--- src/verilog/fsp_defs.vh ---
// Constants shared by the flash status and protection block.
// Assumes it is included by its bare name, once per design file.
`ifndef FSP_DEFS_VH
`define FSP_DEFS_VH

// Status word bit positions
`define FSP_BIT_BUSY   0
`define FSP_BIT_WEL    1
`define FSP_BP_LSB     2
`define FSP_BP_MSB     6
`define FSP_SRP_LSB    7
`define FSP_SRP_MSB    8
`define FSP_BIT_QE     9
`define FSP_BIT_HPF    10
`define FSP_LB_LSB     11
`define FSP_LB_MSB     13
`define FSP_BIT_CMP    14
`define FSP_BIT_SUS    15

// Non-volatile contents held in storage after a power cycle
`define FSP_NV_DEFAULT 16'h0000

// Lock-select encodings
`define FSP_LOCK_SW    2'h0
`define FSP_LOCK_HW    2'h1
`define FSP_LOCK_PWR   2'h2
`define FSP_LOCK_OTP   2'h3

// Command codes
`define FSP_OP_WRITE_ENABLE_CMD    8'h06
`define FSP_OP_WRITE_DISABLE_CMD    8'h04
`define FSP_OP_RDSR0   8'h05
`define FSP_OP_RDSR1   8'h35
`define FSP_OP_STATUS_WRITE_CMD    8'h01
`define FSP_OP_WRSR1   8'h31
`define FSP_OP_PP      8'h02
`define FSP_OP_SE      8'h20
`define FSP_OP_BE32    8'h52
`define FSP_OP_BE64    8'hD8
`define FSP_OP_CE0     8'h60
`define FSP_OP_CE1     8'hC7
`define FSP_OP_SUSP    8'h75
`define FSP_OP_RESUME  8'h7A

// Array operation kinds
`define FSP_KIND_PP    2'h0
`define FSP_KIND_SE    2'h1
`define FSP_KIND_BE    2'h2
`define FSP_KIND_CE    2'h3

// Array geometry in bytes
`define FSP_ARRAY_SZ   20'h80000
`define FSP_BLOCK_SZ   20'h10000
`define FSP_SECT_SZ    20'h01000

// Busy durations in SYS_CLK cycles
`define FSP_SR_CYC     16'h0020
`define FSP_PP_CYC     16'h0040
`define FSP_ER_CYC     16'h0100
`define FSP_CE_CYC     16'h0400

`endif

--- src/verilog/fsp_sync.v ---
// Two-flop synchroniser for a group of pin levels.
// Assumes each bit is an independent level from outside the clock domain.
`timescale 1ns/1ps
`default_nettype none

module fsp_sync #(
  parameter         W    = 1,
  parameter [W-1:0] INIT = {W{1'b0}}
) (
  // Clock and reset
  input  wire         clk,
  input  wire         rst_n,
  // Pin levels in and synchronised levels out
  input  wire [W-1:0] d,
  output reg  [W-1:0] q
);

  reg [W-1:0] meta_reg;

  // First stage feeds only the second stage
  always @(posedge clk) begin
    if (!rst_n) begin
      meta_reg <= INIT;
      q        <= INIT;
    end else begin
      meta_reg <= d;
      q        <= meta_reg;
    end
  end

endmodule

`default_nettype wire

--- src/verilog/fsp_prot_decode.v ---
// Decoder from block-protect field and complement bit to a protected range.
// Assumes a 19-bit byte address into the array; purely combinational.
`timescale 1ns/1ps
`default_nettype none
`include "fsp_defs.vh"

module fsp_prot_decode (
  // Protection setting
  input  wire [4:0]  bp,
  input  wire        cmp,
  // Address under test and results
  input  wire [18:0] addr,
  output reg         hit,
  output reg         none
);

  reg [19:0] sz;
  reg        top;
  reg [19:0] psz;
  reg        ptop;

  // Normal region as size plus anchor, then optional complement
  always @* begin
    sz   = 20'h00000;
    top  = ~bp[3];
    psz  = 20'h00000;
    ptop = 1'b0;
    // normal decode
    if (bp[2:0] == 3'h0) begin
      sz = 20'h00000;
    end else if (!bp[4]) begin
      if (bp[2]) begin
        sz = `FSP_ARRAY_SZ;
      end else begin
        case (bp[1:0])
          2'h1:    sz = `FSP_BLOCK_SZ;
          2'h2:    sz = `FSP_BLOCK_SZ << 1;
          default: sz = `FSP_BLOCK_SZ << 2;
        endcase
      end
    end else if (bp[2:0] == 3'h7) begin
      sz = `FSP_ARRAY_SZ;
    end else begin
      case (bp[2:0])
        3'h1:    sz = `FSP_SECT_SZ;
        3'h2:    sz = `FSP_SECT_SZ << 1;
        3'h3:    sz = `FSP_SECT_SZ << 2;
        default: sz = `FSP_SECT_SZ << 3;
      endcase
    end
    // complement flips size and anchor
    if (cmp) begin
      psz  = `FSP_ARRAY_SZ - sz;
      ptop = ~top;
    end else begin
      psz  = sz;
      ptop = top;
    end
    none = (psz == 20'h00000);
    if (ptop) begin
      hit = ({1'b0, addr} >= (`FSP_ARRAY_SZ - psz));
    end else begin
      hit = ({1'b0, addr} < psz);
    end
  end

endmodule

`default_nettype wire

--- src/verilog/fsp_status_protect.v ---
// Status word and array write protection of a 512KB serial flash.
// Assumes SCLK, CS_N, SI, WP_N and HIGH_PERF are asynchronous pins that
// SYS_CLK oversamples; SCLK must be well below a quarter of SYS_CLK.
//
// Functional notes
// Complement with low field bits zero protects all; ten codes protect none.
// Complement, field bit four clear: bit three picks region, 7/8, 3/4, 1/2.
// Complement, field bit four set: all except 4K to 32K top or bottom.
// Without complement: none, 64KB fractions, 4K-32K areas, or all.
// Status word is 16 bits laid out from suspended flag down to busy.
// Busy reads 1 during program, erase or status write, else 0.
// Write latch clear refuses status write, program and erase.
// Write enable sets latch; disable, power-up and completions clear it.
// Block-protect bits are non-volatile, default 0, changed by status write.
// Program and erase into the protected region are rejected.
// Hardware-protected mode refuses block-protect writes.
// Chip erase runs only when nothing is protected.
// Lock-select 00: pin ignored, status writable with latch set.
// Lock-select 01: low pin locks status word, high pin allows writes.
// Lock-select 10 locks until power cycle, which restores 00.
// Lock-select 11 locks the status word permanently.
// Quad enable default 0; when 1, protect and hold pins become data.
// Host should not set quad enable with those pins tied to rails.
// High-performance flag reads 1 while that mode is active.
// Security lock bits are one-time settable, each alone, never cleared.
// Complement bit is non-volatile, default 0, selects decode.
// Suspended flag set by suspend, cleared by resume or power cycle.
// Power-up reloads stored bits and clears busy, latch and suspended.
`timescale 1ns/1ps
`default_nettype none
`include "fsp_defs.vh"

module fsp_status_protect #(
  parameter [15:0] NV_INIT = `FSP_NV_DEFAULT,
  parameter [15:0] SR_CYC  = `FSP_SR_CYC,
  parameter [15:0] PP_CYC  = `FSP_PP_CYC,
  parameter [15:0] ER_CYC  = `FSP_ER_CYC,
  parameter [15:0] CE_CYC  = `FSP_CE_CYC
) (
  // System
  input  wire        SYS_CLK,
  input  wire        RST_N,
  // Serial link pins
  input  wire        CS_N,
  input  wire        SCLK,
  input  wire        SI,
  output reg         SO,
  output reg         SO_OE_N,
  // Protection and mode pins
  input  wire        WP_N,
  input  wire        HIGH_PERF,
  // Array operation request
  output reg         OP_START,
  output reg  [1:0]  OP_KIND,
  output reg  [18:0] OP_ADDR,
  output reg         BUSY,
  // Mode outputs
  output reg         QUAD_EN,
  output reg  [2:0]  SEC_LOCK
);

  ////////////////////////////////////////////////////////////////////////
  // Functions

  // Status word lock from lock-select bits and effective pin level
  function sr_locked;
    input [1:0] sel;
    input       wp;
    begin
      case (sel)
        `FSP_LOCK_SW:  sr_locked = 1'b0;
        `FSP_LOCK_HW:  sr_locked = ~wp;
        `FSP_LOCK_PWR: sr_locked = 1'b1;
        default:       sr_locked = 1'b1;
      endcase
    end
  endfunction

  // Busy duration for an array operation kind
  function [15:0] op_cycles;
    input [1:0] kind;
    begin
      case (kind)
        `FSP_KIND_PP: op_cycles = PP_CYC;
        `FSP_KIND_CE: op_cycles = CE_CYC;
        default:      op_cycles = ER_CYC;
      endcase
    end
  endfunction

  ////////////////////////////////////////////////////////////////////////
  // Pin synchronisation and edge detection

  wire [4:0] pins_s;

  fsp_sync #(
    .W    (5),
    .INIT (5'h12)
  ) u_sync (
    .clk   (SYS_CLK),
    .rst_n (RST_N),
    .d     ({CS_N, SCLK, SI, WP_N, HIGH_PERF}),
    .q     (pins_s)
  );

  wire cs_n_s = pins_s[4];
  wire sclk_s = pins_s[3];
  wire si_s   = pins_s[2];
  wire wp_s   = pins_s[1];
  wire hpm_s  = pins_s[0];

  reg sclk_d_reg;
  reg cs_d_reg;

  // Previous synchronised levels for edge finding
  always @(posedge SYS_CLK) begin
    if (!RST_N) begin
      sclk_d_reg <= 1'b0;
      cs_d_reg   <= 1'b1;
    end else begin
      sclk_d_reg <= sclk_s;
      cs_d_reg   <= cs_n_s;
    end
  end

  wire sclk_rise = sclk_s & ~sclk_d_reg;
  wire sclk_fall = ~sclk_s & sclk_d_reg;
  wire cs_rise   = cs_n_s & ~cs_d_reg;

  ////////////////////////////////////////////////////////////////////////
  // Status state

  reg [4:0]  bp_reg;
  reg [1:0]  srp_reg;
  reg        cmp_reg;
  reg        wel_reg;
  reg        sus_reg;
  reg        hpf_reg;
  reg        sr_busy_reg;
  reg [15:0] cnt_reg;

  // status word layout
  wire [15:0] status_word = {sus_reg, cmp_reg, SEC_LOCK, hpf_reg, QUAD_EN,
                             srp_reg, bp_reg, wel_reg, BUSY};

  // quad mode turns the protect pin into a data line
  wire wp_eff = QUAD_EN | wp_s;

  ////////////////////////////////////////////////////////////////////////
  // Frame shifter

  reg [2:0]  bit_cnt_reg;
  reg [2:0]  byte_cnt_reg;
  reg [7:0]  sh_reg;
  reg [7:0]  opcode_reg;
  reg [23:0] addr_reg;
  reg [7:0]  rd_sh_reg;
  reg        rd_on_reg;

  wire [7:0] byte_in = {sh_reg[6:0], si_s};
  wire [7:0] cur_op  = (byte_cnt_reg == 3'h0) ? byte_in : opcode_reg;
  wire       is_rd0  = (cur_op == `FSP_OP_RDSR0);
  wire       is_rd1  = (cur_op == `FSP_OP_RDSR1);

  // Shift in on SCLK rise, shift status out on SCLK fall
  always @(posedge SYS_CLK) begin
    if (!RST_N || cs_n_s) begin
      bit_cnt_reg  <= 3'h0;
      byte_cnt_reg <= 3'h0;
      rd_on_reg    <= 1'b0;
      SO_OE_N      <= 1'b1;
      if (!RST_N) begin
        sh_reg     <= 8'h00;
        opcode_reg <= 8'h00;
        addr_reg   <= 24'h000000;
        rd_sh_reg  <= 8'h00;
        SO         <= 1'b0;
      end
    end else if (sclk_rise) begin
      sh_reg      <= byte_in;
      bit_cnt_reg <= bit_cnt_reg + 3'h1;
      if (bit_cnt_reg == 3'h7) begin
        if (byte_cnt_reg != 3'h7) begin
          byte_cnt_reg <= byte_cnt_reg + 3'h1;
        end
        if (byte_cnt_reg == 3'h0) begin
          opcode_reg <= byte_in;
        end else if (byte_cnt_reg <= 3'h3) begin
          addr_reg <= {addr_reg[15:0], byte_in};
        end
        // Status read repeats its byte for as long as the frame runs
        if (is_rd0 || is_rd1) begin
          rd_sh_reg <= is_rd0 ? status_word[7:0] : status_word[15:8];
          rd_on_reg <= 1'b1;
        end
      end
    end else if (sclk_fall && rd_on_reg) begin
      SO        <= rd_sh_reg[7];
      rd_sh_reg <= {rd_sh_reg[6:0], 1'b0};
      SO_OE_N   <= 1'b0;
    end
  end

  ////////////////////////////////////////////////////////////////////////
  // Command decode at frame end

  wire prot_hit;
  wire prot_none;

  fsp_prot_decode u_decode (
    .bp   (bp_reg),
    .cmp  (cmp_reg),
    .addr (addr_reg[18:0]),
    .hit  (prot_hit),
    .none (prot_none)
  );

  // Writes act only when the frame ends on a byte boundary
  wire frame_ok = cs_rise & (bit_cnt_reg == 3'h0);
  wire one_byte = (byte_cnt_reg == 3'h1);
  wire idle     = ~BUSY & ~sus_reg;

  wire is_write_enable_cmd = frame_ok & one_byte & ~BUSY & (opcode_reg == `FSP_OP_WRITE_ENABLE_CMD);
  wire is_write_disable_cmd = frame_ok & one_byte & ~BUSY & (opcode_reg == `FSP_OP_WRITE_DISABLE_CMD);
  wire is_status_write_cmd = frame_ok & idle &
                 (((opcode_reg == `FSP_OP_STATUS_WRITE_CMD) &&
                   ((byte_cnt_reg == 3'h2) || (byte_cnt_reg == 3'h3))) ||
                  ((opcode_reg == `FSP_OP_WRSR1) && (byte_cnt_reg == 3'h2)));
  wire is_pp   = (opcode_reg == `FSP_OP_PP) & (byte_cnt_reg >= 3'h5);
  wire is_se   = (opcode_reg == `FSP_OP_SE) & (byte_cnt_reg == 3'h4);
  wire is_be   = ((opcode_reg == `FSP_OP_BE32) || (opcode_reg == `FSP_OP_BE64)) &
                 (byte_cnt_reg == 3'h4);
  wire is_ce   = ((opcode_reg == `FSP_OP_CE0) || (opcode_reg == `FSP_OP_CE1)) & one_byte;

  // latch and lock gate status writes
  wire sr_ok = is_status_write_cmd & wel_reg & ~sr_locked(srp_reg, wp_eff);

  // latch and protected range gate array writes
  wire arr_ok = frame_ok & idle & wel_reg &
                (((is_pp | is_se | is_be) & ~prot_hit) | (is_ce & prot_none));

  wire is_susp   = frame_ok & one_byte & BUSY & ~sr_busy_reg &
                   (opcode_reg == `FSP_OP_SUSP);
  wire is_resume = frame_ok & one_byte & sus_reg & (opcode_reg == `FSP_OP_RESUME);
  wire op_done   = BUSY & (cnt_reg == 16'h0001);

  reg [15:0] wr_word;
  reg [1:0]  kind_next;

  // Merge written bytes over the current word
  always @* begin
    wr_word = status_word;
    if (opcode_reg == `FSP_OP_WRSR1) begin
      wr_word[15:8] = addr_reg[7:0];
    end else if (byte_cnt_reg == 3'h3) begin
      wr_word = {addr_reg[7:0], addr_reg[15:8]};
    end else begin
      wr_word[7:0] = addr_reg[7:0];
    end
  end

  // Array operation kind from the opcode
  always @* begin
    if (is_pp) begin
      kind_next = `FSP_KIND_PP;
    end else if (is_se) begin
      kind_next = `FSP_KIND_SE;
    end else if (is_be) begin
      kind_next = `FSP_KIND_BE;
    end else begin
      kind_next = `FSP_KIND_CE;
    end
  end

  ////////////////////////////////////////////////////////////////////////
  // Status bit updates and busy timer

  // Non-volatile bits, busy timer and suspend
  always @(posedge SYS_CLK) begin
    if (!RST_N) begin
      // reload stored bits at power-up
      bp_reg      <= NV_INIT[`FSP_BP_MSB:`FSP_BP_LSB];
      cmp_reg     <= NV_INIT[`FSP_BIT_CMP];
      QUAD_EN     <= NV_INIT[`FSP_BIT_QE];
      SEC_LOCK    <= NV_INIT[`FSP_LB_MSB:`FSP_LB_LSB];
      // power cycle ends the supply lock-down
      srp_reg     <= (NV_INIT[`FSP_SRP_MSB:`FSP_SRP_LSB] == `FSP_LOCK_PWR) ?
                     `FSP_LOCK_SW : NV_INIT[`FSP_SRP_MSB:`FSP_SRP_LSB];
      // volatile flags clear
      BUSY        <= 1'b0;
      sus_reg     <= 1'b0;
      hpf_reg     <= 1'b0;
      sr_busy_reg <= 1'b0;
      cnt_reg     <= 16'h0000;
      OP_START    <= 1'b0;
      OP_KIND     <= `FSP_KIND_PP;
      OP_ADDR     <= 19'h00000;
    end else begin
      // flag follows the mode level
      hpf_reg  <= hpm_s;
      OP_START <= arr_ok;
      if (sr_ok) begin
        // writable bits taken from the write
        bp_reg      <= wr_word[`FSP_BP_MSB:`FSP_BP_LSB];
        srp_reg     <= wr_word[`FSP_SRP_MSB:`FSP_SRP_LSB];
        QUAD_EN     <= wr_word[`FSP_BIT_QE];
        cmp_reg     <= wr_word[`FSP_BIT_CMP];
        // lock bits only ever set
        SEC_LOCK    <= SEC_LOCK | wr_word[`FSP_LB_MSB:`FSP_LB_LSB];
        // busy while the word is written
        BUSY        <= 1'b1;
        sr_busy_reg <= 1'b1;
        cnt_reg     <= SR_CYC;
      end else if (arr_ok) begin
        // busy while array changes
        BUSY        <= 1'b1;
        sr_busy_reg <= 1'b0;
        cnt_reg     <= op_cycles(kind_next);
        OP_KIND     <= kind_next;
        OP_ADDR     <= addr_reg[18:0];
      end else if (is_susp) begin
        // suspend pauses the timer
        BUSY    <= 1'b0;
        sus_reg <= 1'b1;
      end else if (is_resume) begin
        // resume continues the timer
        BUSY    <= 1'b1;
        sus_reg <= 1'b0;
      end else if (BUSY) begin
        if (op_done) begin
          BUSY <= 1'b0;
        end else begin
          cnt_reg <= cnt_reg - 16'h0001;
        end
      end
    end
  end

  // Write latch
  always @(posedge SYS_CLK) begin
    if (!RST_N) begin
      wel_reg <= 1'b0;
    end else if (is_write_enable_cmd) begin
      // set by write enable
      wel_reg <= 1'b1;
    end else if (is_write_disable_cmd || op_done) begin
      // cleared by disable or completion
      wel_reg <= 1'b0;
    end
  end

endmodule

`default_nettype wire

--- config.mk ---
export PLATFORM = sky130hd
export DESIGN_NAME = fsp_status_protect
export DESIGN_NICKNAME = d
export VERILOG_FILES = /design/src/verilog/fsp_sync.v /design/src/verilog/fsp_prot_decode.v /design/src/verilog/fsp_status_protect.v
export VERILOG_INCLUDE_DIRS = /design/src /design/src/verilog
export SDC_FILE = /design/constraint.sdc
export NUM_CORES = 1
export LEC_CHECK = 0
export BUFFER_PORTS_ARGS = -buffer_cell sky130_fd_sc_hd__buf_4
export CAP_MARGIN = 20
export CORE_MARGIN = 4
export CORE_UTILIZATION = 45
export DETAILED_ROUTE_END_ITERATION = 10
export GPL_TIMING_DRIVEN = 0
export HOLD_SLACK_MARGIN = 0.02
export PLACE_DENSITY_LB_ADDON = 0.15
export SLEW_MARGIN = 25
export SYNTH_ARGS = -nofsm -noshare
export SYNTH_HDL_FRONTEND = slang
export SYNTH_HIERARCHICAL = 1
export SYNTH_SLANG_ARGS = --single-unit
--- constraint.sdc ---
create_clock -name SYS_CLK -period 11 [get_ports SYS_CLK]
set_input_delay 2.2 -clock SYS_CLK [delete_from_list [all_inputs] [get_ports SYS_CLK]]
set_output_delay 2.2 -clock SYS_CLK [all_outputs]
set_load 0.05 [all_outputs]
=== Word level (Yosys, flattened, before mapping) ===
Cells that the tools add are included.

* Reductions and logical operators: 43
* Magnitude comparators: 4
* Bitwise operators: 47
* Multiplexer cells: 58
* Add/sub/neg operators: 5
* Equal/unequal tests: 40

{| class="wikitable"
|+ Operators with widths
! kind !! number
|-
| 2-to-1 mux 19 bit || 6
|-
| 2-to-1 mux 20 bit || 5
|-
| 2-to-1 mux 8 bit || 12
|-
| 2-to-1 mux 16 bit || 5
|-
| case mux 16 bit (3 select lines) || 1
|-
| subtractor 20 bit, first input constant || 2
|-
| case mux 19 bit (2 select lines) || 1
|-
| == test 8 x 7 -> 1 bit, second input constant || 4
|-
| 2-to-1 mux 7 bit || 4
|-
| bitwise AND 1 bit || 27
|-
| == test 8 x 3 -> 1 bit, second input constant || 3
|-
| == test 8 x 6 -> 1 bit, second input constant || 3
|-
| case mux 11 bit (2 select lines) || 1
|-
| >= comparator 19 x 20 -> 1 bit || 1
|-
| zero test 20 bit || 1
|-
| less-than comparator 19 x 20 -> 1 bit || 1
|-
| 2-to-1 mux 1 bit || 19
|-
| nonzero test 2 bit || 9
|-
| == test 16 x 1 -> 1 bit, second input constant || 1
|-
| == test 8 bit, second input constant || 2
|-
| subtractor 16 x 1 -> 16 bit, second input constant || 1
|-
| NOT 1 bit || 15
|-
| AND reduction 3 bit || 5
|-
| == test 3 x 2 -> 1 bit, second input constant || 4
|-
| other kinds (28) || 64
|}

* Logic and storage cells: 226
* Register bits after elaboration: 118
* Output and inout bits: 29
* Bits of input ports: 7

=== Logic depth before layout (Yosys ltp) ===
Gate-level depths: netlist of run 1.

* Depth in word-level cells: 16
* Gate-level depth with buffers: 23
* Mapped depth without buffers: 20

=== Hierarchy ===
Netlist of run 1, hierarchy kept.

{| class="wikitable"
|+ By module, submodules not included
! module !! area each (um2) !! instances !! cells each !! sequential area each (um2)
|-
| fsp_status_protect || 5,014.8 || 1 || 518 || 2,592.5
|-
| fsp_prot_decode || 959.7 || 1 || 127 || 0.0
|-
| fsp_sync || 262.8 || 1 || 20 || 200.2
|}

=== Least setup slack after synthesis of run 1 ===
Ideal clock, no wire load.

* Path type: flip-flop to flip-flop
* From: register bp_reg[1]
* To: register OP_ADDR[10]
* Clock period less this slack: 4.421 ns
* Required time: 10.930 ns
* Arrival time: 4.351 ns
* Cell stages (with the launch flop): 23
* Library setup time: 0.070 ns
* Path buffers: 3
* Setup slack: 6.579 ns
* Path through: dfxtp_1 -> inv_1 -> ha_1 -> buf_6 -> nor3b_4 -> nand2_1 -> ha_1 -> clkbuf_2 -> nand2b_1 -> xnor2_1 -> and3_1 -> nand3_1 -> xor2_1 -> ha_1 -> nand3_1 -> nor3_1 -> o22ai_1 -> a211oi_2 -> nor2_1 -> a211oi_2 -> buf_2 -> nand2_1 -> a21oi_1

* Longest elaborated chain between the ends: 15
* Elaborated cells on any way between the ends: 26
* Those cells by class: 2 x add/sub; 2 x order compare; 6 x eq/ne; 8 x mux; 5 x bitwise; 3 x reduce/logical

{| class="wikitable"
|+ RTL lines
! element !! line !! RTL
|-
| from (decl) || fsp_status_protect.v:133 || <nowiki>reg [4:0] bp_reg;</nowiki>
|-
| from (signal assigned) || fsp_status_protect.v:282 || <nowiki>bp_reg <= NV_INIT[`FSP_BP_MSB:`FSP_BP_LSB];</nowiki>
|-
| from (signal assigned) || fsp_status_protect.v:304 || <nowiki>bp_reg <= wr_word[`FSP_BP_MSB:`FSP_BP_LSB];</nowiki>
|-
| == test 3 x 2 -> 1 bit (tied with other cells) || fsp_prot_decode.v:44 || <nowiki>case (bp[2:0])</nowiki>
|-
| case mux 16 bit (3 select lines) / case mux 19 bit (2 select lines) (equally long branches) || fsp_prot_decode.v:44, fsp_prot_decode.v:35 ||
|-
| 2-to-1 mux 20 bit (on tied branches) || fsp_prot_decode.v:41, fsp_prot_decode.v:32 ||
|-
| 2-to-1 mux 20 bit || fsp_prot_decode.v:31 || <nowiki>end else if (!bp[4]) begin</nowiki>
|-
| 2-to-1 mux 20 bit (*) || fsp_prot_decode.v:29 || <nowiki>if (bp[2:0] == 3'h0) begin</nowiki>
|-
| subtractor 20 bit (no line) || -- ||
|-
| 2-to-1 mux 20 bit (*) || fsp_prot_decode.v:52 || <nowiki>if (cmp) begin</nowiki>
|-
| subtractor 20 bit (no line) || -- ||
|-
| >= comparator 19 x 20 -> 1 bit || fsp_prot_decode.v:61 || <nowiki>hit = ({1'b0, addr} >= (`FSP_ARRAY_SZ - psz));</nowiki>
|-
| 2-to-1 mux 1 bit (*) || fsp_prot_decode.v:60 || <nowiki>if (ptop) begin</nowiki>
|-
| net prot_hit || fsp_status_protect.v:207 || <nowiki>wire prot_hit;</nowiki>
|-
| NOT 1 bit (*) || fsp_status_protect.v:240 || <nowiki>(((is_pp | is_se | is_be) & ~prot_hit) | (is_ce & prot_none));</nowiki>
|-
| bitwise AND 1 bit (*) || fsp_status_protect.v:240 ||
|-
| OR 1 bit (*) || fsp_status_protect.v:240 ||
|-
| bitwise AND 1 bit (*) || fsp_status_protect.v:239 || <nowiki>wire arr_ok = frame_ok & idle & wel_reg &</nowiki>
|-
| AND reduction 2 bit (no line) (*) || -- ||
|-
| to (signal assigned) || fsp_status_protect.v:320 || <nowiki>OP_ADDR <= addr_reg[18:0];</nowiki>
|-
| to (decl) || fsp_status_protect.v:55 || <nowiki>output reg [18:0] OP_ADDR,</nowiki>
|}

Mark *: on every way through the listed nets, which the timed path passes. The rest lies on a longest branch.
A chain may end at the register's enable or synchronous reset.

=== Worst setup path in the final report of run 1 ===
* From: register bp_reg[1]
* To: register OP_ADDR[17]

Same word-level chain as after synthesis.

==> results.rst, run 1 <==
.. list-table::
   :header-rows: 1

   * - Metric
     - Value
   * - CP endpoint
     - OP_ADDR[17]
   * - Net count of the mapped netlist
     - 704
   * - Crit path launch type
     - register
   * - Maximum ir drop on the vdd rail
     - 0.1102 mV
   * - Number of top-level pins
     - 36
   * - Max H-tree Level
     - 4
   * - Die area
     - approximately 16000 sq um
   * - First-pass GRT wire length
     - about 25000 um
   * - Number of cells on the worst hold path
     - 1
   * - Clock net sink count
     - approximately 120
   * - Async set-or-reset flop fraction in the synthesized netlist
     - 0%
   * - Largest net degree at the start of global routing
     - 17
   * - Sum of routed wire length over all layers
     - 15090 um
   * - Total routing usage reported by global routing
     - 19.41%
   * - Placement row count
     - 42
   * - Portion of total power attributed to combinational logic
     - 3.3%
   * - Power per standard cell area
     - roughly 140 nW/um^2
   * - Final Cycle Share
     - 49.58%
   * - Number of warnings printed during yosys synthesis
     - 6
   * - Worst hold-check path type
     - reg2reg
   * - Clock latency at the later pin of the worst-skew pair
     - 0.42 ns
   * - CP dominant cell by count
     - sky130_fd_sc_hd__ha_1
   * - Sequential-to-total area share from yosys stat
     - 44.77%
   * - Total count of hold-check failures in the final report
     - 0
   * - Final number of max-transition violations
     - 0
   * - Share of cell area taken by muxes after synthesis
     - 3.972%
   * - Clock slew at the register clock pins of the worst setup and hold paths
     - 0.06 ns
   * - Post-synth top flop
     - sky130_fd_sc_hd__dfxtp_1
   * - Number of resized instances in the post-cts repair step
     - 0
   * - Layout Nets
     - 759
   * - Number of endpoints failing setup at the final stage
     - 0
   * - Drc violations
     - 0
   * - Largest family of logic cells by synthesized area
     - simple AND/OR/NAND/NOR gates
   * - Final routed wire length divided by cell count
     - roughly 17 um
   * - Post-Synthesis Cells
     - around 670
   * - Unrepaired setup endpoints after global routing
     - no
   * - Starting utilization of the core area
     - between 40% and 50%
   * - Via count of the first global-routing pass
     - 4731
   * - Xor and xnor fraction of the mapped netlist area
     - 3.651%
   * - Clock root buffer
     - sky130_fd_sc_hd__clkbuf_16
   * - Remaining global-route overflow
     - 0
   * - Critical Path, Cell by Cell
     - inv_1 -> ha_1 -> buf_6 -> nor3b_4 -> nand2_1 -> ha_1 -> clkbuf_2 -> nand2b_1 -> xnor2_1 -> and3_1 -> nand3_1 -> xor2_1 -> ha_1 -> nand3_1 -> nor3_1 -> o22ai_1 -> a211oi_2 -> nor2_1 -> a211oi_2 -> buf_2 -> nand2_1 -> a21oi_1
   * - Internal power component
     - between 700 and 800 uW
   * - Area growth, synth to finish
     - 17.03%
   * - Status
     - completed
   * - Number of hold buffers added after CTS
     - 0
   * - Number of optimization iterations in the first detailed-route pass
     - 5
   * - Clock Path Buffers
     - 2
   * - Maximum fanout count along the critical path
     - 10
   * - Delay of the slowest cell on the worst path
     - 0.58 ns
   * - Placed cell areas
     - 6735 sq um
   * - Setup Fix Bufs, Post-CTS
     - 0
   * - Setup TNS
     - 0 ns
   * - Die X-Extent
     - 125.7 um
   * - Worst setup path category
     - reg2reg
   * - Flip-flop and latch count after synthesis
     - 118
   * - Relative contribution of the clock network to total power
     - between 50% and 60%
   * - Max frequency
     - 0.1833 GHz
   * - Routability congestion estimate
     - 0.8699
   * - Synthesized area
     - 6237 sq um
   * - Post-route cell area
     - approximately 7300 sq um
   * - Critical path buffer and inverter count
     - 4
   * - Tmin final
     - roughly 5.5 ns
   * - EDFF count, synth
     - 43
   * - Start point of the worst min-delay path
     - u_sync/meta_reg[1]
   * - Area fraction in and, or, nand and nor cells after synthesis
     - 25.04%
   * - Reported max-cap violation count
     - 0
   * - Overall die height
     - 125.7 um
   * - Antenna violations before repair
     - 0
   * - Antenna fix cells
     - 0
   * - Mean cell area of the mapped netlist
     - between 9 and 10 sq um
   * - Drt via density
     - 5.469
   * - Setup skew after layout
     - 0.009575 ns
   * - Post-synth cell types
     - 74
   * - 1st-iter DRT viols
     - 350
   * - Share of the synthesized area in compound gates (AO/OA/AOI/OAI)
     - 12.52%
   * - Start point of the critical path
     - bp_reg[1]
   * - Path length in cells of the critical path
     - 22
   * - Buffers on Ports
     - 35
   * - DP Wirelength
     - 11190 um
   * - Count of nets left with antenna violations after detail routing
     - 0
   * - Num CTS Buffers
     - 17
   * - Reg2reg start
     - bp_reg[1]
   * - Transition at the pin with the smallest max-transition slack
     - slightly above 0.9 ns
   * - Critical path capture point type
     - register
   * - Cell type of the slowest stage on the worst timing path
     - sky130_fd_sc_hd__a211oi_2
   * - Sequential share of power
     - 45.5%
   * - Switching Power
     - 256.1 uW
   * - Switching fraction of total power
     - between 20% and 30%
   * - Core box area
     - 13400 sq um
   * - Worst slew margin relative to its limit
     - a little under two fifths
   * - Cell family contributing the most delay on the critical path
     - simple AND/OR/NAND/NOR gates
   * - Worst flop-to-flop path endpoint
     - OP_ADDR[17]
   * - Layout cells sized above 1
     - 15.14%
   * - Worst Path Required
     - 11.35 ns
   * - WP data arrival
     - 5.80 ns
   * - Clock tree from TritonCTS
     - done
   * - Register-to-register setup slack
     - 5.55 ns
   * - Share of synthesized cell area in full adder, half adder and majority cells
     - 6.419%
   * - Static leakage power
     - 2.759 nW
   * - Register-to-Register Path Depth
     - 22
   * - Vias after detailed routing
     - roughly 5.0k
## power groups by stage
stage / clock [mW] / combinational (mW) / sequential, mW
final: 0.526 / 0.0336 / 0.467
after global routing: 0.553 / 0.0375 / 0.468
after CTS: 0.532 / 0.0336 / 0.467
after detailed placement: 0 / 0.0333 / 0.477
after global placement: 0 / 0.0322 / 0.477
after floorplan: 0 / 0.0225 / 0.474
## cells in the mapped netlist, types with 3 or more instances
master	n	area, sq um
sky130_fd_sc_hd__a211oi_1	4	30.03
sky130_fd_sc_hd__a21o_1	3	22.52
sky130_fd_sc_hd__a21oi_1	60	300.3
sky130_fd_sc_hd__a31oi_1	8	50.05
sky130_fd_sc_hd__and2_1	29	181.4
sky130_fd_sc_hd__and3_1	3	18.77
sky130_fd_sc_hd__and3b_1	4	35.03
sky130_fd_sc_hd__buf_1	3	11.26
sky130_fd_sc_hd__buf_2	9	45.04
sky130_fd_sc_hd__clkbuf_1	18	67.56
sky130_fd_sc_hd__dfxtp_1	75	1501
sky130_fd_sc_hd__edfxtp_1	43	1291
sky130_fd_sc_hd__ha_1	32	400.4
sky130_fd_sc_hd__inv_1	17	63.81
sky130_fd_sc_hd__mux2_2	6	67.56
sky130_fd_sc_hd__mux2i_1	18	180.2
sky130_fd_sc_hd__nand2_1	82	307.8
sky130_fd_sc_hd__nand2b_1	14	87.58
sky130_fd_sc_hd__nand3_1	17	85.08
sky130_fd_sc_hd__nand3b_1	6	45.04
sky130_fd_sc_hd__nand4_1	4	25.02
sky130_fd_sc_hd__nor2_1	58	217.7
sky130_fd_sc_hd__nor2b_1	7	43.79
sky130_fd_sc_hd__nor3_1	16	80.08
sky130_fd_sc_hd__nor3b_1	4	30.03
sky130_fd_sc_hd__nor4_1	9	56.30
sky130_fd_sc_hd__nor4b_1	4	35.03
sky130_fd_sc_hd__nor4bb_1	4	40.04
sky130_fd_sc_hd__o211ai_1	3	22.52
sky130_fd_sc_hd__o21a_1	4	30.03
sky130_fd_sc_hd__o21ai_0	22	110.1
sky130_fd_sc_hd__or2_2	3	18.77
sky130_fd_sc_hd__or3_1	4	25.02
sky130_fd_sc_hd__xnor2_1	15	131.4
sky130_fd_sc_hd__xor2_1	11	96.34
## cells by family (layout without fill, tap and decap cells)
| logic type | after synthesis | after routing |
|---|---|---|
| flip-flops | 118 | 118 |
| AO/OA/AOI/OAI | 124 | 124 |
| buffers and inverters | 52 | 120 |
| AND/OR/NAND/NOR | 289 | 289 |
| XOR/XNOR | 26 | 26 |
| adder cells (fa/ha/maj) | 32 | 32 |
| multiplexers | 24 | 24 |
## final cells by class
| type | instances | area (sq um) |
|---|---|---|
| Sequential cell | 118 | 2793 |
| Timing Repair Buffer | 36 | 274.0 |
| Buffer | 34 | 158.9 |
| Inverter | 18 | 67.56 |
| Fill cell | 1222 | 6101 |
| Multi-Input combinational cell | 495 | 3222 |
| Tap cell | 176 | 220.2 |
| Clock inverter | 15 | 138.9 |
| Clock buffer | 17 | 425.4 |
## cell usage in the layout, fill, tap and decap left out, types with 4 or more instances in the layout
master                      instances
sky130_fd_sc_hd__clkinv_4           5
sky130_fd_sc_hd__and3b_1            4
sky130_fd_sc_hd__nor3_1            16
sky130_fd_sc_hd__nand3b_1           6
sky130_fd_sc_hd__a21oi_1           60
sky130_fd_sc_hd__dfxtp_1           75
sky130_fd_sc_hd__xnor2_1           15
sky130_fd_sc_hd__o21ai_0           21
sky130_fd_sc_hd__or3_1              4
sky130_fd_sc_hd__nor4_1             9
sky130_fd_sc_hd__nor4b_1            4
sky130_fd_sc_hd__nand2b_1          14
sky130_fd_sc_hd__xor2_1            11
sky130_fd_sc_hd__nor3b_1            4
sky130_fd_sc_hd__nand4_1            4
sky130_fd_sc_hd__inv_8              5
sky130_fd_sc_hd__nor2b_1            7
sky130_fd_sc_hd__nor2_1            58
sky130_fd_sc_hd__ha_1              32
sky130_fd_sc_hd__mux2_2             6
sky130_fd_sc_hd__clkbuf_16         17
sky130_fd_sc_hd__clkbuf_1          18
sky130_fd_sc_hd__buf_2              9
sky130_fd_sc_hd__o21a_1             4
sky130_fd_sc_hd__buf_4             36
sky130_fd_sc_hd__and2_1            29
sky130_fd_sc_hd__nand3_1           17
sky130_fd_sc_hd__edfxtp_1          43
sky130_fd_sc_hd__a31oi_1            8
sky130_fd_sc_hd__mux2i_1           18
sky130_fd_sc_hd__inv_1             17
sky130_fd_sc_hd__nand2_1           82
sky130_fd_sc_hd__nor4bb_1           4
sky130_fd_sc_hd__a211oi_1           4
## through the flow
step / std cells / worst slack, ns / utilization, % / hold slack (ns) / power [mW]
2_1_floorplan: 665 / 6.579 / - / 0.3863 / 0.4970
3_3_place_gp: 876 / 5.645 / 50.15 / 0.3956 / 0.5092
3_5_place_dp: 877 / 5.580 / 50.26 / 0.3933 / 0.5101
4_1_cts: 909 / 5.561 / 54.47 / 0.4103 / 1.033
5_1_grt: 909 / 5.050 / 54.47 / 0.4292 / 1.059
6_report: 909 / 5.546 / 54.47 / 0.4087 / 1.027
## how the worst min path moves through the flow
stage                        to  slack, ns
floorplan           u_sync/q[1]       0.39
detailed placement  u_sync/q[4]       0.39
finish              u_sync/q[1]       0.41
global route        u_sync/q[1]       0.43
CTS                 u_sync/q[1]       0.41
global placement    u_sync/q[4]       0.40
## routing by layer
| layer | up-vias | routed length, um | GRT usage, % |
|---|---|---|---|
| li1 | 2480 | - | - |
| met1 | 2341 | 7198 | 26.34 |
| met2 | 130 | 6999 | 30.68 |
| met3 | 20 | 627 | 4.657 |
| met4 | 0 | 269 | 6.498 |
| met5 | - | 0 | 0 |
Note: power is estimated with default switching activity, not from simulation.
==> inputs of run 2 (changes only) <==
==> constraint.sdc (replaced) <==
create_clock -name SYS_CLK -period 5.5 [get_ports SYS_CLK]
set_input_delay 1.1 -clock SYS_CLK [delete_from_list [all_inputs] [get_ports SYS_CLK]]
set_output_delay 1.1 -clock SYS_CLK [all_outputs]
set_load 0.05 [all_outputs]
==> results.rst, run 2 (synthesis gave the netlist of run 1 again) <==
.. list-table::
   :header-rows: 1

   * - Metric
     - Value
   * - Sum of routed wire length over all layers
     - 15110 um (about the same)
   * - Layout cells sized above 1
     - 16.03% (+0.89 points)
   * - Total routing usage reported by global routing
     - 19.41% (unchanged)
   * - Die area
     - 15810 sq um (unchanged)
   * - Critical path capture point type
     - register
   * - Max H-tree Level
     - 4 (unchanged)
   * - Vias after detailed routing
     - 5012 (+0.82%)
   * - Tmin final
     - 5.034 ns (-0.4197 ns)
   * - Buffers on Ports
     - 35 (unchanged)
   * - Starting utilization of the core area
     - 46.55% (unchanged)
   * - Remaining global-route overflow
     - 0 (unchanged)
   * - Highest metal layer with signal wires
     - met4
   * - Transition at the pin with the smallest max-transition slack
     - 0.9309 ns (+0.001285 ns)
   * - Worst setup path category
     - reg2reg
   * - Clock Path Buffers
     - 2 (unchanged)
   * - Number of top-level pins
     - 36 (unchanged)
   * - Num CTS Buffers
     - 17 (unchanged)
   * - 1st-iter DRT viols
     - 340 (-2.9%)
   * - Maximum fanout count along the critical path
     - 10 (unchanged)
   * - Setup slack at placement
     - 0.07991 ns (-5.500 ns)
   * - Crit path launch type
     - register
   * - Largest net degree at the start of global routing
     - 17 (unchanged)
   * - Overall die height
     - 125.7 um (unchanged)
   * - Final routed wire length divided by cell count
     - 16.56 um (-0.25%)
   * - Switching fraction of total power
     - 24.89% (-0.054 points)
   * - Static leakage power
     - 2.782 nW (+0.80%)
   * - Met1 WL
     - 7161 um (-0.51%)
   * - Placement row count
     - 42 (unchanged)
   * - Clock root buffer
     - sky130_fd_sc_hd__clkbuf_16
   * - Status
     - completed
   * - Post-layout util
     - 54.84% (+0.36 points)
   * - Maximum ir drop on the vdd rail
     - 0.2194 mV (+99%)
   * - Number of optimization iterations in the first detailed-route pass
     - 5 (unchanged)
   * - Met2 WL post-DR
     - 7062 um (+0.90%)
   * - Final Cycle Share
     - 91.53% (+42 points)
   * - Total count of hold-check failures in the final report
     - 0 (unchanged)
   * - Reported max-cap violation count
     - 0 (unchanged)
   * - Power consumption
     - 2.053 mW (+100%)
   * - Setup TNS
     - 0 ns (unchanged)
   * - Clock slew at the register clock pins of the worst setup and hold paths
     - 0.06 ns (about the same)
   * - Antenna fix cells
     - 0 (unchanged)
   * - Routed wire length on met3
     - 648 um (+3.3%)
   * - Routability congestion estimate
     - 0.8699 (unchanged)
   * - Placed cell areas
     - 6735 sq um (unchanged)
   * - Switching Power
     - 510.9 uW (+99%)
   * - Power per standard cell area
     - 279.4 nW/um^2 (+99%)
   * - Worst slew margin relative to its limit
     - 37.28% (-0.087 points)
   * - Unrepaired setup endpoints after global routing
     - no
   * - Relative contribution of the clock network to total power
     - 51.2% (about the same)
   * - Final number of max-transition violations
     - 0 (unchanged)
   * - Final worst setup slack
     - 0.4657 ns (-5.080 ns)
   * - Number of cells in the finished layout apart from fillers
     - 912 (+0.33%)
   * - Final worst hold slack
     - 0.4087 ns (-0.00005100 ns)
   * - Number of cells on the worst hold path
     - 1 (unchanged)
   * - Max frequency
     - 0.1986 GHz (+8.3%)
   * - Worst hold-check path type
     - reg2reg
   * - First-pass GRT wire length
     - 24620 um (unchanged)
   * - Commonest non-fill, non-tap cells in the layout
     - sky130_fd_sc_hd__nand2_1, sky130_fd_sc_hd__dfxtp_1, sky130_fd_sc_hd__a21oi_1
   * - DP Wirelength
     - 11190 um (unchanged)
   * - Layout Nets
     - 762 (+0.40%)
   * - Via count of the first global-routing pass
     - 4731 (unchanged)
   * - Internal power component
     - 1.542 mW (+100%)
   * - Post-route cell area
     - 7348 sq um (+0.67%)
   * - Portion of total power attributed to combinational logic
     - 3.3% (about the same)
   * - Leading cell type in the layout, fill and taps excluded
     - sky130_fd_sc_hd__nand2_1
   * - Drt via density
     - 5.496 (+0.49%)
   * - Core box area
     - 13400 sq um (unchanged)
   * - WP data arrival
     - 5.38 ns (-0.42 ns)
   * - Sequential share of power
     - 45.5% (about the same)
   * - Setup skew after layout
     - 0.009494 ns (-0.00008060 ns)
   * - Drc violations
     - 0 (unchanged)
   * - Count of nets left with antenna violations after detail routing
     - 0 (unchanged)
   * - Clock latency at the later pin of the worst-skew pair
     - 0.42 ns (about the same)
   * - Area growth, synth to finish
     - 17.81%
   * - Number of hold buffers added after CTS
     - 0 (unchanged)
   * - Antenna violations before repair
     - 0 (unchanged)
   * - Number of endpoints failing setup at the final stage
     - 0 (unchanged)
   * - Worst Path Required
     - 5.85 ns (-5.50 ns)
   * - Clock tree from TritonCTS
     - done
   * - Die X-Extent
     - 125.7 um (unchanged)
   * - Register-to-Register Path Depth
     - 22 (unchanged)
   * - Clock net sink count
     - 118 (unchanged)
   * - Placed cells
     - 877 (unchanged)
[run 2: repair_timing]
item,in CTS,in global routing
endpoints found under the setup margin,0,39
gates resized for setup,0,6
buffers inserted,0,3
[run 2: final timing paths]
path	start	end	slack (ns)
hold reg to reg	u_sync/meta_reg[1]	u_sync/q[1]	0.41
hold / removal	u_sync/meta_reg[1]	u_sync/q[1]	0.41
setup / recovery	bp_reg[0]	OP_ADDR[4]	0.47
setup reg to reg	bp_reg[0]	OP_ADDR[4]	0.47
[run 2: layout make-up]
cell class | count | area (sq um)
well taps | 176 | 220.2
inverters | 18 | 67.56
clock inverters | 15 | 138.9
plain buffers | 34 | 161.4
clock buffers | 17 | 425.4
repair buffers | 39 | 296.5
multi-input cells | 495 | 3244
flip-flops and latches | 118 | 2794
fillers | 1217 | 6052
[run 2: power by group through the flow]
stage	registers (mW)	logic, mW	clock network, mW
after global placement	0.954	0.0644	0
after CTS	0.935	0.0673	1.06
after floorplan	0.949	0.0451	0
after detailed placement	0.954	0.0666	0
after global routing	0.936	0.0750	1.11
final	0.935	0.0673	1.05
[run 2: metal layers]
layer / up-vias / track usage [%]
met5: - / 0
met1: 2378 / 26.34
li1: 2489 / -
met2: 129 / 30.68
met4: 0 / 6.498
met3: 16 / 4.657
[run 2: worst max-delay path, cell delays in order, from the launching register on]
cell,delay [ns]
sky130_fd_sc_hd__dfxtp_1,0.45
sky130_fd_sc_hd__inv_1,0.11
sky130_fd_sc_hd__ha_1,0.22
sky130_fd_sc_hd__buf_6,0.14
sky130_fd_sc_hd__nor3b_4,0.31
sky130_fd_sc_hd__nand2_1,0.17
sky130_fd_sc_hd__ha_1,0.22
sky130_fd_sc_hd__clkbuf_2,0.17
sky130_fd_sc_hd__nand2b_1,0.23
sky130_fd_sc_hd__xnor2_2,0.25
sky130_fd_sc_hd__and3_1,0.23
sky130_fd_sc_hd__nand3_1,0.12
sky130_fd_sc_hd__xor2_1,0.17
sky130_fd_sc_hd__ha_1,0.31
sky130_fd_sc_hd__nand3_1,0.11
sky130_fd_sc_hd__nor3_1,0.21
sky130_fd_sc_hd__o22ai_1,0.13
sky130_fd_sc_hd__a211oi_2,0.39
sky130_fd_sc_hd__nor2_2,0.14
sky130_fd_sc_hd__a211oi_4,0.38
sky130_fd_sc_hd__buf_2,0.30
sky130_fd_sc_hd__nand2_1,0.08
sky130_fd_sc_hd__a21oi_1,0.12
